==> src/hdl/ssc_defines.vh <==
// Register map, field positions, reset values and timing of the status and control bank
`ifndef SSC_DEFINES_VH
`define SSC_DEFINES_VH

// Register offsets
`define SSC_OFS_IDENT        8'h00
`define SSC_OFS_STATE        8'h01
`define SSC_OFS_MODE         8'h02
`define SSC_OFS_MON_LGAIN    8'h0f
`define SSC_OFS_MON_RGAIN    8'h10
`define SSC_OFS_PT_CTRL_A    8'h11
`define SSC_OFS_PT_CTRL_B    8'h12
`define SSC_OFS_PT_LGAIN     8'h13
`define SSC_OFS_PT_RGAIN     8'h14
`define SSC_OFS_GL_CTRL      8'h15
`define SSC_OFS_GL_TIMING    8'h16
`define SSC_OFS_GL_HOLD      8'h17
`define SSC_OFS_GL_START     8'h18
`define SSC_OFS_MT_CTRL      8'h1a
`define SSC_OFS_NVM_CTRL     8'h34

// System state flag positions
`define SSC_BIT_TEST_PASS    4
`define SSC_BIT_NVM_IDLE     3
`define SSC_BIT_STARTUP_DONE 1
`define SSC_BIT_KEEP_ALIVE   0

// Mode register: bus-control mode bit
`define SSC_BIT_BUS_MODE     0

// Mode transition control: grace time field
`define SSC_GRACE_HI         5
`define SSC_GRACE_LO         4

// Transfer control: command bits
`define SSC_BIT_NVM_TEST     2

// Reset values
`define SSC_RST_KEEP_ALIVE   1'b1
`define SSC_RST_MODE         8'h4c
`define SSC_RST_CFG          8'h00

// Writable bit masks
`define SSC_MSK_GAIN         8'h7f
`define SSC_MSK_PT_CTRL_A    8'hb3
`define SSC_MSK_FULL         8'hff
`define SSC_MSK_GL_START     8'h07
`define SSC_MSK_MT_CTRL      8'h3f
`define SSC_MSK_NVM_CTRL     8'h07

// Timing: clock period and grace time step
`define SSC_CLK_PERIOD_NS    10
`define SSC_GRACE_UNIT_NS    1000000

// Default bus address of the device
`define SSC_DEV_ADDR         7'h40

`endif

==> src/hdl/ssc_i2c_slave.v <==
// Oversampled I2C slave with register pointer and auto-increment
`include "ssc_defines.vh"

module ssc_i2c_slave #(
    parameter [6:0] DEV_ADDR = `SSC_DEV_ADDR
) (
    // Clock and reset
    input  wire       mclk,
    input  wire       nrst,
    // Bus pins
    input  wire       scl_in,
    input  wire       sda_in,
    output wire       sda_out,
    output reg        sda_oe,
    // Register side
    input  wire [7:0] rd_data,
    output reg  [7:0] reg_ptr,
    output reg        wr_pulse,
    output reg  [7:0] wr_addr,
    output reg  [7:0] wr_data,
    output reg        start_pulse
);
    localparam [5:0] S_IDLE = 6'b000001;
    localparam [5:0] S_ADDR = 6'b000010;
    localparam [5:0] S_ACK  = 6'b000100;
    localparam [5:0] S_WR   = 6'b001000;
    localparam [5:0] S_RD   = 6'b010000;
    localparam [5:0] S_RACK = 6'b100000;

    reg [2:0] scl_sync;
    reg [2:0] sda_sync;
    reg       scl_f;
    reg       sda_f;
    reg [5:0] state;
    reg [3:0] cnt;
    reg [7:0] shreg;
    reg [7:0] tx;
    reg       is_read;
    reg       ptr_phase;

    // Pin levels count only once the second and third stages agree
    wire scl_ok  = (scl_sync[1] == scl_sync[2]);
    wire sda_ok  = (sda_sync[1] == sda_sync[2]);
    wire scl_new = scl_ok ? scl_sync[2] : scl_f;
    wire sda_new = sda_ok ? sda_sync[2] : sda_f;
    wire scl_rise = scl_new & ~scl_f;
    wire scl_fall = ~scl_new & scl_f;
    wire is_start = scl_f & scl_new & sda_f & ~sda_new;
    wire is_stop  = scl_f & scl_new & ~sda_f & sda_new;

    // Open drain: only ever pulls low
    assign sda_out = 1'b0;

    always @(posedge mclk or negedge nrst) begin
        if (!nrst) begin
            scl_sync <= 3'b111;
            sda_sync <= 3'b111;
            scl_f    <= 1'b1;
            sda_f    <= 1'b1;
        end else begin
            scl_sync <= {scl_sync[1:0], scl_in};
            sda_sync <= {sda_sync[1:0], sda_in};
            scl_f    <= scl_new;
            sda_f    <= sda_new;
        end
    end

    always @(posedge mclk or negedge nrst) begin
        if (!nrst) begin
            state       <= S_IDLE;
            cnt         <= 4'h0;
            shreg       <= 8'h00;
            tx          <= 8'h00;
            is_read     <= 1'b0;
            ptr_phase   <= 1'b0;
            sda_oe      <= 1'b0;
            reg_ptr     <= 8'h00;
            wr_pulse    <= 1'b0;
            wr_addr     <= 8'h00;
            wr_data     <= 8'h00;
            start_pulse <= 1'b0;
        end else begin
            wr_pulse    <= 1'b0;
            start_pulse <= 1'b0;
            if (is_start) begin
                state       <= S_ADDR;
                cnt         <= 4'h0;
                sda_oe      <= 1'b0;
                start_pulse <= 1'b1;
            end else if (is_stop) begin
                state  <= S_IDLE;
                sda_oe <= 1'b0;
            end else if (scl_rise) begin
                if (state == S_ADDR || state == S_WR || state == S_RD) begin
                    shreg <= {shreg[6:0], sda_new};
                    cnt   <= cnt + 4'h1;
                end
                if (state == S_RACK) begin
                    is_read <= ~sda_new;
                end
            end else if (scl_fall) begin
                case (state)
                    S_ADDR: begin
                        if (cnt == 4'h8) begin
                            if (shreg[7:1] == DEV_ADDR) begin
                                sda_oe    <= 1'b1;
                                is_read   <= shreg[0];
                                ptr_phase <= ~shreg[0];
                                state     <= S_ACK;
                            end else begin
                                state <= S_IDLE;
                            end
                        end
                    end
                    S_WR: begin
                        if (cnt == 4'h8) begin
                            sda_oe <= 1'b1;
                            state  <= S_ACK;
                            if (ptr_phase) begin
                                reg_ptr   <= shreg;
                                ptr_phase <= 1'b0;
                            end else begin
                                wr_pulse <= 1'b1;
                                wr_addr  <= reg_ptr;
                                wr_data  <= shreg;
                                reg_ptr  <= reg_ptr + 8'h01;
                            end
                        end
                    end
                    S_ACK: begin
                        cnt <= 4'h0;
                        if (is_read) begin
                            tx     <= rd_data;
                            sda_oe <= ~rd_data[7];
                            state  <= S_RD;
                        end else begin
                            sda_oe <= 1'b0;
                            state  <= S_WR;
                        end
                    end
                    S_RD: begin
                        if (cnt == 4'h8) begin
                            sda_oe  <= 1'b0;
                            reg_ptr <= reg_ptr + 8'h01;
                            state   <= S_RACK;
                        end else begin
                            tx     <= {tx[6:0], 1'b0};
                            sda_oe <= ~tx[6];
                        end
                    end
                    S_RACK: begin
                        cnt <= 4'h0;
                        if (is_read) begin
                            tx     <= rd_data;
                            sda_oe <= ~rd_data[7];
                            state  <= S_RD;
                        end else begin
                            state <= S_IDLE;
                        end
                    end
                    default: begin
                        sda_oe <= 1'b0;
                    end
                endcase
            end
        end
    end
endmodule

==> src/hdl/ssc_regs.v <==
// System status, power keep-alive and control register bank behind the I2C slave
//
// Function
// - Identification reads revision code high nibble, part code low; writes ignored.
// - State bit 4 reports nonvolatile upload test result, read-only.
// - Writing the test command bit starts a dummy program write; result reported.
// - State bit 3 shows nonvolatile memory idle, 0 while busy.
// - State bit 1 shows startup sequencer done; passes startup_done_flag through, no reset value.
// - State bit 0 keeps power; host writing 0 powers down.
// - After such power-down, an I2C start condition wakes the device.
// - Keep-alive acts only with bus-control mode set; otherwise never powers down.
// - All registers stay accessible over I2C whatever the bus-control mode.
`include "ssc_defines.vh"

module ssc_regs #(
    parameter [6:0]  DEV_ADDR          = `SSC_DEV_ADDR,
    parameter [3:0]  REVISION_CODE     = 4'h3,
    parameter [3:0]  PART_CODE         = 4'h5,
    parameter [31:0] GRACE_UNIT_CYCLES = `SSC_GRACE_UNIT_NS / `SSC_CLK_PERIOD_NS
) (
    // Clock and reset
    input  wire       mclk,
    input  wire       nrst,
    // I2C pins
    input  wire       scl_in,
    input  wire       sda_in,
    output wire       sda_out,
    output wire       sda_oe,
    // Status from nonvolatile memory engine and sequencer
    input  wire       nvm_idle_flag,
    input  wire       nvm_test_pass_flag,
    input  wire       startup_done_flag,
    // Power control
    output wire       device_powered,
    output wire       bus_mode,
    // Nonvolatile memory commands, one-cycle pulses
    output reg  [2:0] nvm_cmd_pulse,
    // Control register contents
    output wire [7:0] mode_ctrl,
    output wire [7:0] monitor_left_mic_gain,
    output wire [7:0] monitor_right_mic_gain,
    output wire [7:0] passthrough_mode_ctrl_a,
    output wire [7:0] passthrough_mode_ctrl_b,
    output wire [7:0] passthrough_left_mic_gain,
    output wire [7:0] passthrough_right_mic_gain,
    output wire [7:0] gain_loop_ctrl,
    output wire [7:0] gain_loop_timing,
    output wire [7:0] gain_loop_hold_timeout,
    output wire [7:0] gain_loop_startup,
    output wire [7:0] mode_transition_ctrl,
    output wire [7:0] nvm_transfer_ctrl
);
    localparam       NCFG   = 13;
    localparam [3:0] NOSLOT = 4'hf;
    localparam [2:0] P_ON   = 3'b001;
    localparam [2:0] P_OFF  = 3'b010;
    localparam [2:0] P_WAKE = 3'b100;

    wire [7:0] reg_ptr;
    wire       wr_pulse;
    wire [7:0] wr_addr;
    wire [7:0] wr_data;
    wire       start_pulse;
    reg  [7:0] rd_data;

    reg  [7:0]  cfg [0:NCFG-1];
    reg         power_keep_alive;
    reg  [2:0]  pstate;
    reg  [31:0] grace_cnt;

    function [3:0] slot_of;
        input [7:0] ofs;
        begin
            case (ofs)
                `SSC_OFS_MODE:      slot_of = 4'd0;
                `SSC_OFS_MON_LGAIN: slot_of = 4'd1;
                `SSC_OFS_MON_RGAIN: slot_of = 4'd2;
                `SSC_OFS_PT_CTRL_A: slot_of = 4'd3;
                `SSC_OFS_PT_CTRL_B: slot_of = 4'd4;
                `SSC_OFS_PT_LGAIN:  slot_of = 4'd5;
                `SSC_OFS_PT_RGAIN:  slot_of = 4'd6;
                `SSC_OFS_GL_CTRL:   slot_of = 4'd7;
                `SSC_OFS_GL_TIMING: slot_of = 4'd8;
                `SSC_OFS_GL_HOLD:   slot_of = 4'd9;
                `SSC_OFS_GL_START:  slot_of = 4'd10;
                `SSC_OFS_MT_CTRL:   slot_of = 4'd11;
                `SSC_OFS_NVM_CTRL:  slot_of = 4'd12;
                default:            slot_of = NOSLOT;
            endcase
        end
    endfunction

    // Reserved bits are never stored, so they read back as zero
    function [7:0] mask_of;
        input integer s;
        begin
            case (s)
                4'd1, 4'd2, 4'd4, 4'd5, 4'd6: mask_of = `SSC_MSK_GAIN;
                4'd3:                         mask_of = `SSC_MSK_PT_CTRL_A;
                4'd10:                        mask_of = `SSC_MSK_GL_START;
                4'd11:                        mask_of = `SSC_MSK_MT_CTRL;
                4'd12:                        mask_of = `SSC_MSK_NVM_CTRL;
                default:                      mask_of = `SSC_MSK_FULL;
            endcase
        end
    endfunction

    ssc_i2c_slave #(
        .DEV_ADDR (DEV_ADDR)
    ) u_i2c (
        .mclk        (mclk),
        .nrst        (nrst),
        .scl_in      (scl_in),
        .sda_in      (sda_in),
        .sda_out     (sda_out),
        .sda_oe      (sda_oe),
        .rd_data     (rd_data),
        .reg_ptr     (reg_ptr),
        .wr_pulse    (wr_pulse),
        .wr_addr     (wr_addr),
        .wr_data     (wr_data),
        .start_pulse (start_pulse)
    );

    wire [3:0] wr_slot = slot_of(wr_addr);
    wire [3:0] rd_slot = slot_of(reg_ptr);

    // Bus is never gated by power or mode state
    genvar i;
    generate
        for (i = 0; i < NCFG; i = i + 1) begin : g_cfg
            always @(posedge mclk or negedge nrst) begin
                if (!nrst) begin
                    cfg[i] <= (i == 0) ? `SSC_RST_MODE : `SSC_RST_CFG;
                end else if (wr_pulse && wr_slot == i) begin
                    cfg[i] <= wr_data & mask_of(i);
                end
            end
        end
    endgenerate

    assign mode_ctrl                  = cfg[0];
    assign monitor_left_mic_gain      = cfg[1];
    assign monitor_right_mic_gain     = cfg[2];
    assign passthrough_mode_ctrl_a    = cfg[3];
    assign passthrough_mode_ctrl_b    = cfg[4];
    assign passthrough_left_mic_gain  = cfg[5];
    assign passthrough_right_mic_gain = cfg[6];
    assign gain_loop_ctrl             = cfg[7];
    assign gain_loop_timing           = cfg[8];
    assign gain_loop_hold_timeout     = cfg[9];
    assign gain_loop_startup          = cfg[10];
    assign mode_transition_ctrl       = cfg[11];
    assign nvm_transfer_ctrl          = cfg[12];
    assign bus_mode                   = cfg[0][`SSC_BIT_BUS_MODE];

    // Command bits also fire a pulse; the test bit asks for the dummy write
    always @(posedge mclk or negedge nrst) begin
        if (!nrst) begin
            nvm_cmd_pulse <= 3'b000;
        end else if (wr_pulse && wr_addr == `SSC_OFS_NVM_CTRL) begin
            nvm_cmd_pulse <= wr_data[2:0];
        end else begin
            nvm_cmd_pulse <= 3'b000;
        end
    end

    // Read mux; flags come from same-clock logic and need no synchroniser
    always @* begin
        rd_data = 8'h00;
        if (reg_ptr == `SSC_OFS_IDENT) begin
            rd_data = {REVISION_CODE, PART_CODE};
        end else if (reg_ptr == `SSC_OFS_STATE) begin
            rd_data[`SSC_BIT_TEST_PASS]    = nvm_test_pass_flag;
            rd_data[`SSC_BIT_NVM_IDLE]     = nvm_idle_flag;
            rd_data[`SSC_BIT_STARTUP_DONE] = startup_done_flag;
            rd_data[`SSC_BIT_KEEP_ALIVE]   = power_keep_alive;
        end else if (rd_slot != NOSLOT) begin
            rd_data = cfg[rd_slot];
        end
    end

    // Only bit 0 of the state register takes a write
    always @(posedge mclk or negedge nrst) begin
        if (!nrst) begin
            power_keep_alive <= `SSC_RST_KEEP_ALIVE;
        end else if (wr_pulse && wr_addr == `SSC_OFS_STATE) begin
            power_keep_alive <= wr_data[`SSC_BIT_KEEP_ALIVE];
        end
    end

    wire [1:0]  grace_code  = cfg[11][`SSC_GRACE_HI:`SSC_GRACE_LO];
    wire [33:0] grace_wide  = {32'h0, grace_code} + 34'h1;
    wire [63:0] grace_prod  = {32'h0, grace_wide[31:0]} * {32'h0, GRACE_UNIT_CYCLES};
    wire [31:0] grace_limit = grace_prod[31:0];

    // Power sequencing; a start in the same cycle as expiry is not seen, so the device still powers down
    always @(posedge mclk or negedge nrst) begin
        if (!nrst) begin
            pstate    <= P_ON;
            grace_cnt <= 32'h0;
        end else begin
            case (pstate)
                P_ON: begin
                    if (bus_mode && !power_keep_alive) begin
                        pstate <= P_OFF;
                    end
                end
                P_OFF: begin
                    grace_cnt <= 32'h0;
                    if (!bus_mode) begin
                        pstate <= P_ON;
                    end else if (start_pulse) begin
                        pstate <= P_WAKE;
                    end
                end
                P_WAKE: begin
                    grace_cnt <= grace_cnt + 32'h1;
                    if (!bus_mode || power_keep_alive) begin
                        pstate <= P_ON;
                    end else if (grace_cnt >= grace_limit - 32'h1) begin
                        pstate <= P_OFF;
                    end
                end
                default: begin
                    pstate <= P_ON;
                end
            endcase
        end
    end

    // Register logic keeps running while off so a start can still be seen
    assign device_powered = ~pstate[1];
endmodule

==> config.mk <==
export PLATFORM = sky130hd
export DESIGN_NAME = ssc_regs
export DESIGN_NICKNAME = d
export VERILOG_FILES = /design/src/hdl/ssc_i2c_slave.v /design/src/hdl/ssc_regs.v
export VERILOG_INCLUDE_DIRS = /design/src /design/src/hdl
export SDC_FILE = /design/constraint.sdc
export NUM_CORES = 1
export LEC_CHECK = 0
export BUFFER_PORTS_ARGS = -buffer_cell sky130_fd_sc_hd__buf_2
export CAP_MARGIN = 30
export CORE_ASPECT_RATIO = 0.75
export CORE_MARGIN = 2
export CORE_UTILIZATION = 35
export DETAILED_ROUTE_END_ITERATION = 8
export PLACE_DENSITY = 0.62
export SLEW_MARGIN = 10
export SYNTH_ARGS = -nofsm -noshare
export SYNTH_HDL_FRONTEND = slang
export SYNTH_SLANG_ARGS = --single-unit
==> constraint.sdc <==
create_clock -name mclk -period 4.6 [get_ports mclk]
set_input_delay 0.46 -clock mclk [delete_from_list [all_inputs] [get_ports mclk]]
set_output_delay 0.46 -clock mclk [all_outputs]
set_load 0.02 [all_outputs]
==> qor.txt <==
status -> complete, no violations
DR vias -> 8110
most frequent CP cell -> ha_1
multi-input logic area -> 5210 um2
Post-CTS Repair Setup Buffers -> 0
max-cap violations -> 0
Primary FF master, synth -> dfrtp_1
internal power -> 2.53 mW
TritonCTS clock tree -> done
synthesized area per cell -> 10.3 um2
Filler cells -> 2887
IO buf count -> 96
Slew @ Worst Pin -> 0.909 ns
n_diodes -> 0
setup TNS -> 0 ns
drt initial violations -> 573
initial antenna violation count -> 0
clock sink count -> 185
Storage cell area -> 4650 um2
Via density -> 5.51
NumNets Final -> 1122
worst-path fanout max -> 13
CP top delay family -> compound AO/OA/AOI/OAI gates
clock power share -> 43.9%
gpl congestion -> 0.914
most frequent cells in the layout -> 171 x dfrtp_1, 106 x mux2_2, 101 x nand2_1, 95 x buf_2, 65 x o21ai_0
grt met2 use -> 27.3%
hold buffer count at CTS -> 0
drt total wl -> 27900 um
CP Capture Type -> register
TritonRoute pass-1 iters -> 5
core area -> 28900 um2
clk buf depth -> 2
Post-synth EDFFs -> 0
first-pass GRT wire length -> 45000 um
WP buf/inv -> 1
Initial Util -> 35.3%
# setup viols final -> 0
number of global-route vias before repair -> 7742
Rel. slew slack -> 39.4%
post-route clock period utilization -> 78.0%
Final min period -> 3.59 ns
sw power -> 877 uW
Slowest-stage cell, CP -> dfrtp_1
leakage power -> 5.60 nW
CTS clk-pin slew, worst paths -> 0.07 ns
CP Class -> reg2reg
layout cells sized above 1 -> 25.4%
crit path cell chain -> inv_1 > ha_1 > a21oi_1 > and3_1 > nand2_1 > ha_1 > nor3_1 > nor2_1 > a221o_1 > a31oi_1 > o22ai_1
Slew Viols, Final -> 0
Fin. Hold Viols -> 0
worst skew pair latency -> 0.46 ns
CTS resizes -> 0
number of cell rows -> 54
P per Cell Area -> 295 nW/um2
CTS Buf Count -> 17
Synth Register Bits -> 185
Max Freq -> 0.279 GHz
dpl hpwl -> 20300 um
antenna viol nets, final -> 0
final setup skew -> 0.0170 ns
post-synth cell types -> 77
switching portion of total power -> 25.8%
Remaining DRCs -> 0
yosys warns -> 0
die area -> 30600 um2
total power -> 3.40 mW
largest net degree at the start of global routing -> 97
Comb power frac -> 5.5%
crit-path max cell delay -> 0.65 ns
GRT Total Usage -> 18.7%
Peak VDD IR -> 253 uV
Avg WL per Cell -> 19.0 um
FFs w/ async S/R, synth -> 100%
root buf cell -> clkbuf_16
commonest non-fill, non-tap cell in the layout -> dfrtp_1
min-delay worst type -> in2async
Gate Count Post-Synth -> 987
Chip Height -> 152 um
met3 GRT Util -> 4.25%
Syn-to-layout area delta -> 13.1%
RSZ-0062 raised after global routing -> no
total grt overflow -> 0
I/O pins -> 118
Post-Syn Area -> 10200 um2
WP data required -> 4.92 ns
Most Crowded Layer GR -> met1
CP arrival -> 3.91 ns
Startpoint Class -> register
H-tree depth -> 4
register area share after synthesis -> 45.5%
die span in x -> 201 um
register share of total power -> 50.6%
met1 Use GR -> 27.4%
final timing paths:
kind	start	to	slack, ns	cells after the start
min reg2reg	u_i2c.sda_sync[0]$_DFF_PN1_	u_i2c.sda_sync[1]$_DFF_PN1_	0.36	0
min in group mclk	scl_in	u_i2c.scl_sync[0]$_DFF_PN1_	0.09	1
min	nrst	grace_cnt[5]$_DFFE_PN0P_	0.09	1
max reg2reg	mode_transition_ctrl[4]$_DFFE_PN0P_	pstate[1]$_DFFE_PN0P_	1.01	11
max in group asynchronous	nrst	passthrough_left_mic_gain[6]$_DFFE_PN0P_	3.54	2
max	mode_transition_ctrl[4]$_DFFE_PN0P_	pstate[1]$_DFFE_PN0P_	1.01	11
power groups by stage:
stage          Clock [mW]  Sequential (mW)  Combinational [mW]
6_report             1.49             1.72               0.189
3_3_place_gp            0             1.75               0.184
2_1_floorplan           0             1.74               0.131
3_5_place_dp            0             1.75               0.189
5_1_grt              1.58             1.73               0.212
4_1_cts              1.52             1.72               0.190
layer usage:
layer / part of all wire, % / up-vias
li1: - / 3749
met3: 5.8 / 28
met1: 49 / 4084
met4: 1.7 / 0
met2: 43 / 249
met5: 0 / -
stage by stage:
step                      util, %  setup slack (ns)  instances  hold slack, ns  area (um2)
after floorplan                 -              1.34       1007           0.164       10300
after global placement       37.9              1.22       1439           0.347       11000
after detailed placement     37.9              1.01       1439           0.350       11000
after CTS                    40.0             0.999       1471          0.0619       11600
after global routing         40.0             0.646       1471          0.0613       11600
final                        40.0              1.01       1471          0.0899       11600
area by class of cell:
| type | count | area share (%) |
|---|---|---|
| sequential | 185 | 40.2 |
| clock inverter | 12 | 1.12 |
| multi-input combinational | 738 | 45.1 |
| timing repair buffer | 101 | 4.67 |
| clock buffer | 20 | 3.95 |
| inverter | 23 | 0.747 |
| tap | 392 | 4.24 |
synthesized netlist by cell type (5+ instances only):
master	count	area (um2)
dfrtp_1	171	4280
mux2_2	106	1190
nand2_1	101	379
o21ai_0	65	325
a21oi_1	51	255
ha_1	49	613
nand3_1	45	225
nor2_1	42	158
buf_4	27	203
mux2i_1	25	250
nor3_1	24	120
inv_1	23	86.3
nand4_1	18	113
and3_1	15	93.8
buf_2	15	75.1
clkbuf_1	14	52.6
dfstp_2	14	368
o211ai_1	13	97.6
o31ai_1	11	82.6
and2_1	10	62.6
a31oi_1	9	56.3
nor3b_1	9	67.6
nor4_1	8	50.1
a21o_1	7	52.6
or3_1	6	37.5
nand2b_1	5	31.3
o221ai_1	5	43.8
o22ai_1	5	31.3
xnor2_1	5	43.8
cell families (layout without fill, tap and decap cells):
kind of cell | Yosys count | in the layout | share of synthesized area (%)
other | 1 | 21 | 0.0367
AO/OA/AOI/OAI | 210 | 210 | 13.1
buffers and inverters | 84 | 156 | 4.34
flip-flops | 185 | 185 | 45.5
XOR/XNOR | 5 | 5 | 0.429
AND/OR/NAND/NOR | 321 | 321 | 16.3
adder cells (fa/ha/maj) | 49 | 49 | 6.00
multiplexers | 132 | 132 | 14.4
registers in the layout (all words and copies together), names as in the netlist, 4 cells and up:
register	cells
passthrough_right_mic_gain	7
u_i2c.cnt	4
mode_ctrl	8
u_i2c.shreg	8
u_i2c.tx	7
passthrough_left_mic_gain	7
passthrough_mode_ctrl_b	7
monitor_left_mic_gain	7
gain_loop_timing	8
gain_loop_ctrl	8
monitor_right_mic_gain	7
grace_cnt	32
u_i2c.wr_addr	8
gain_loop_hold_timeout	8
u_i2c.reg_ptr	8
u_i2c.wr_data	8
mode_transition_ctrl	6
u_i2c.state	6
passthrough_mode_ctrl_a	5
Power figures use the tool's default switching activity.
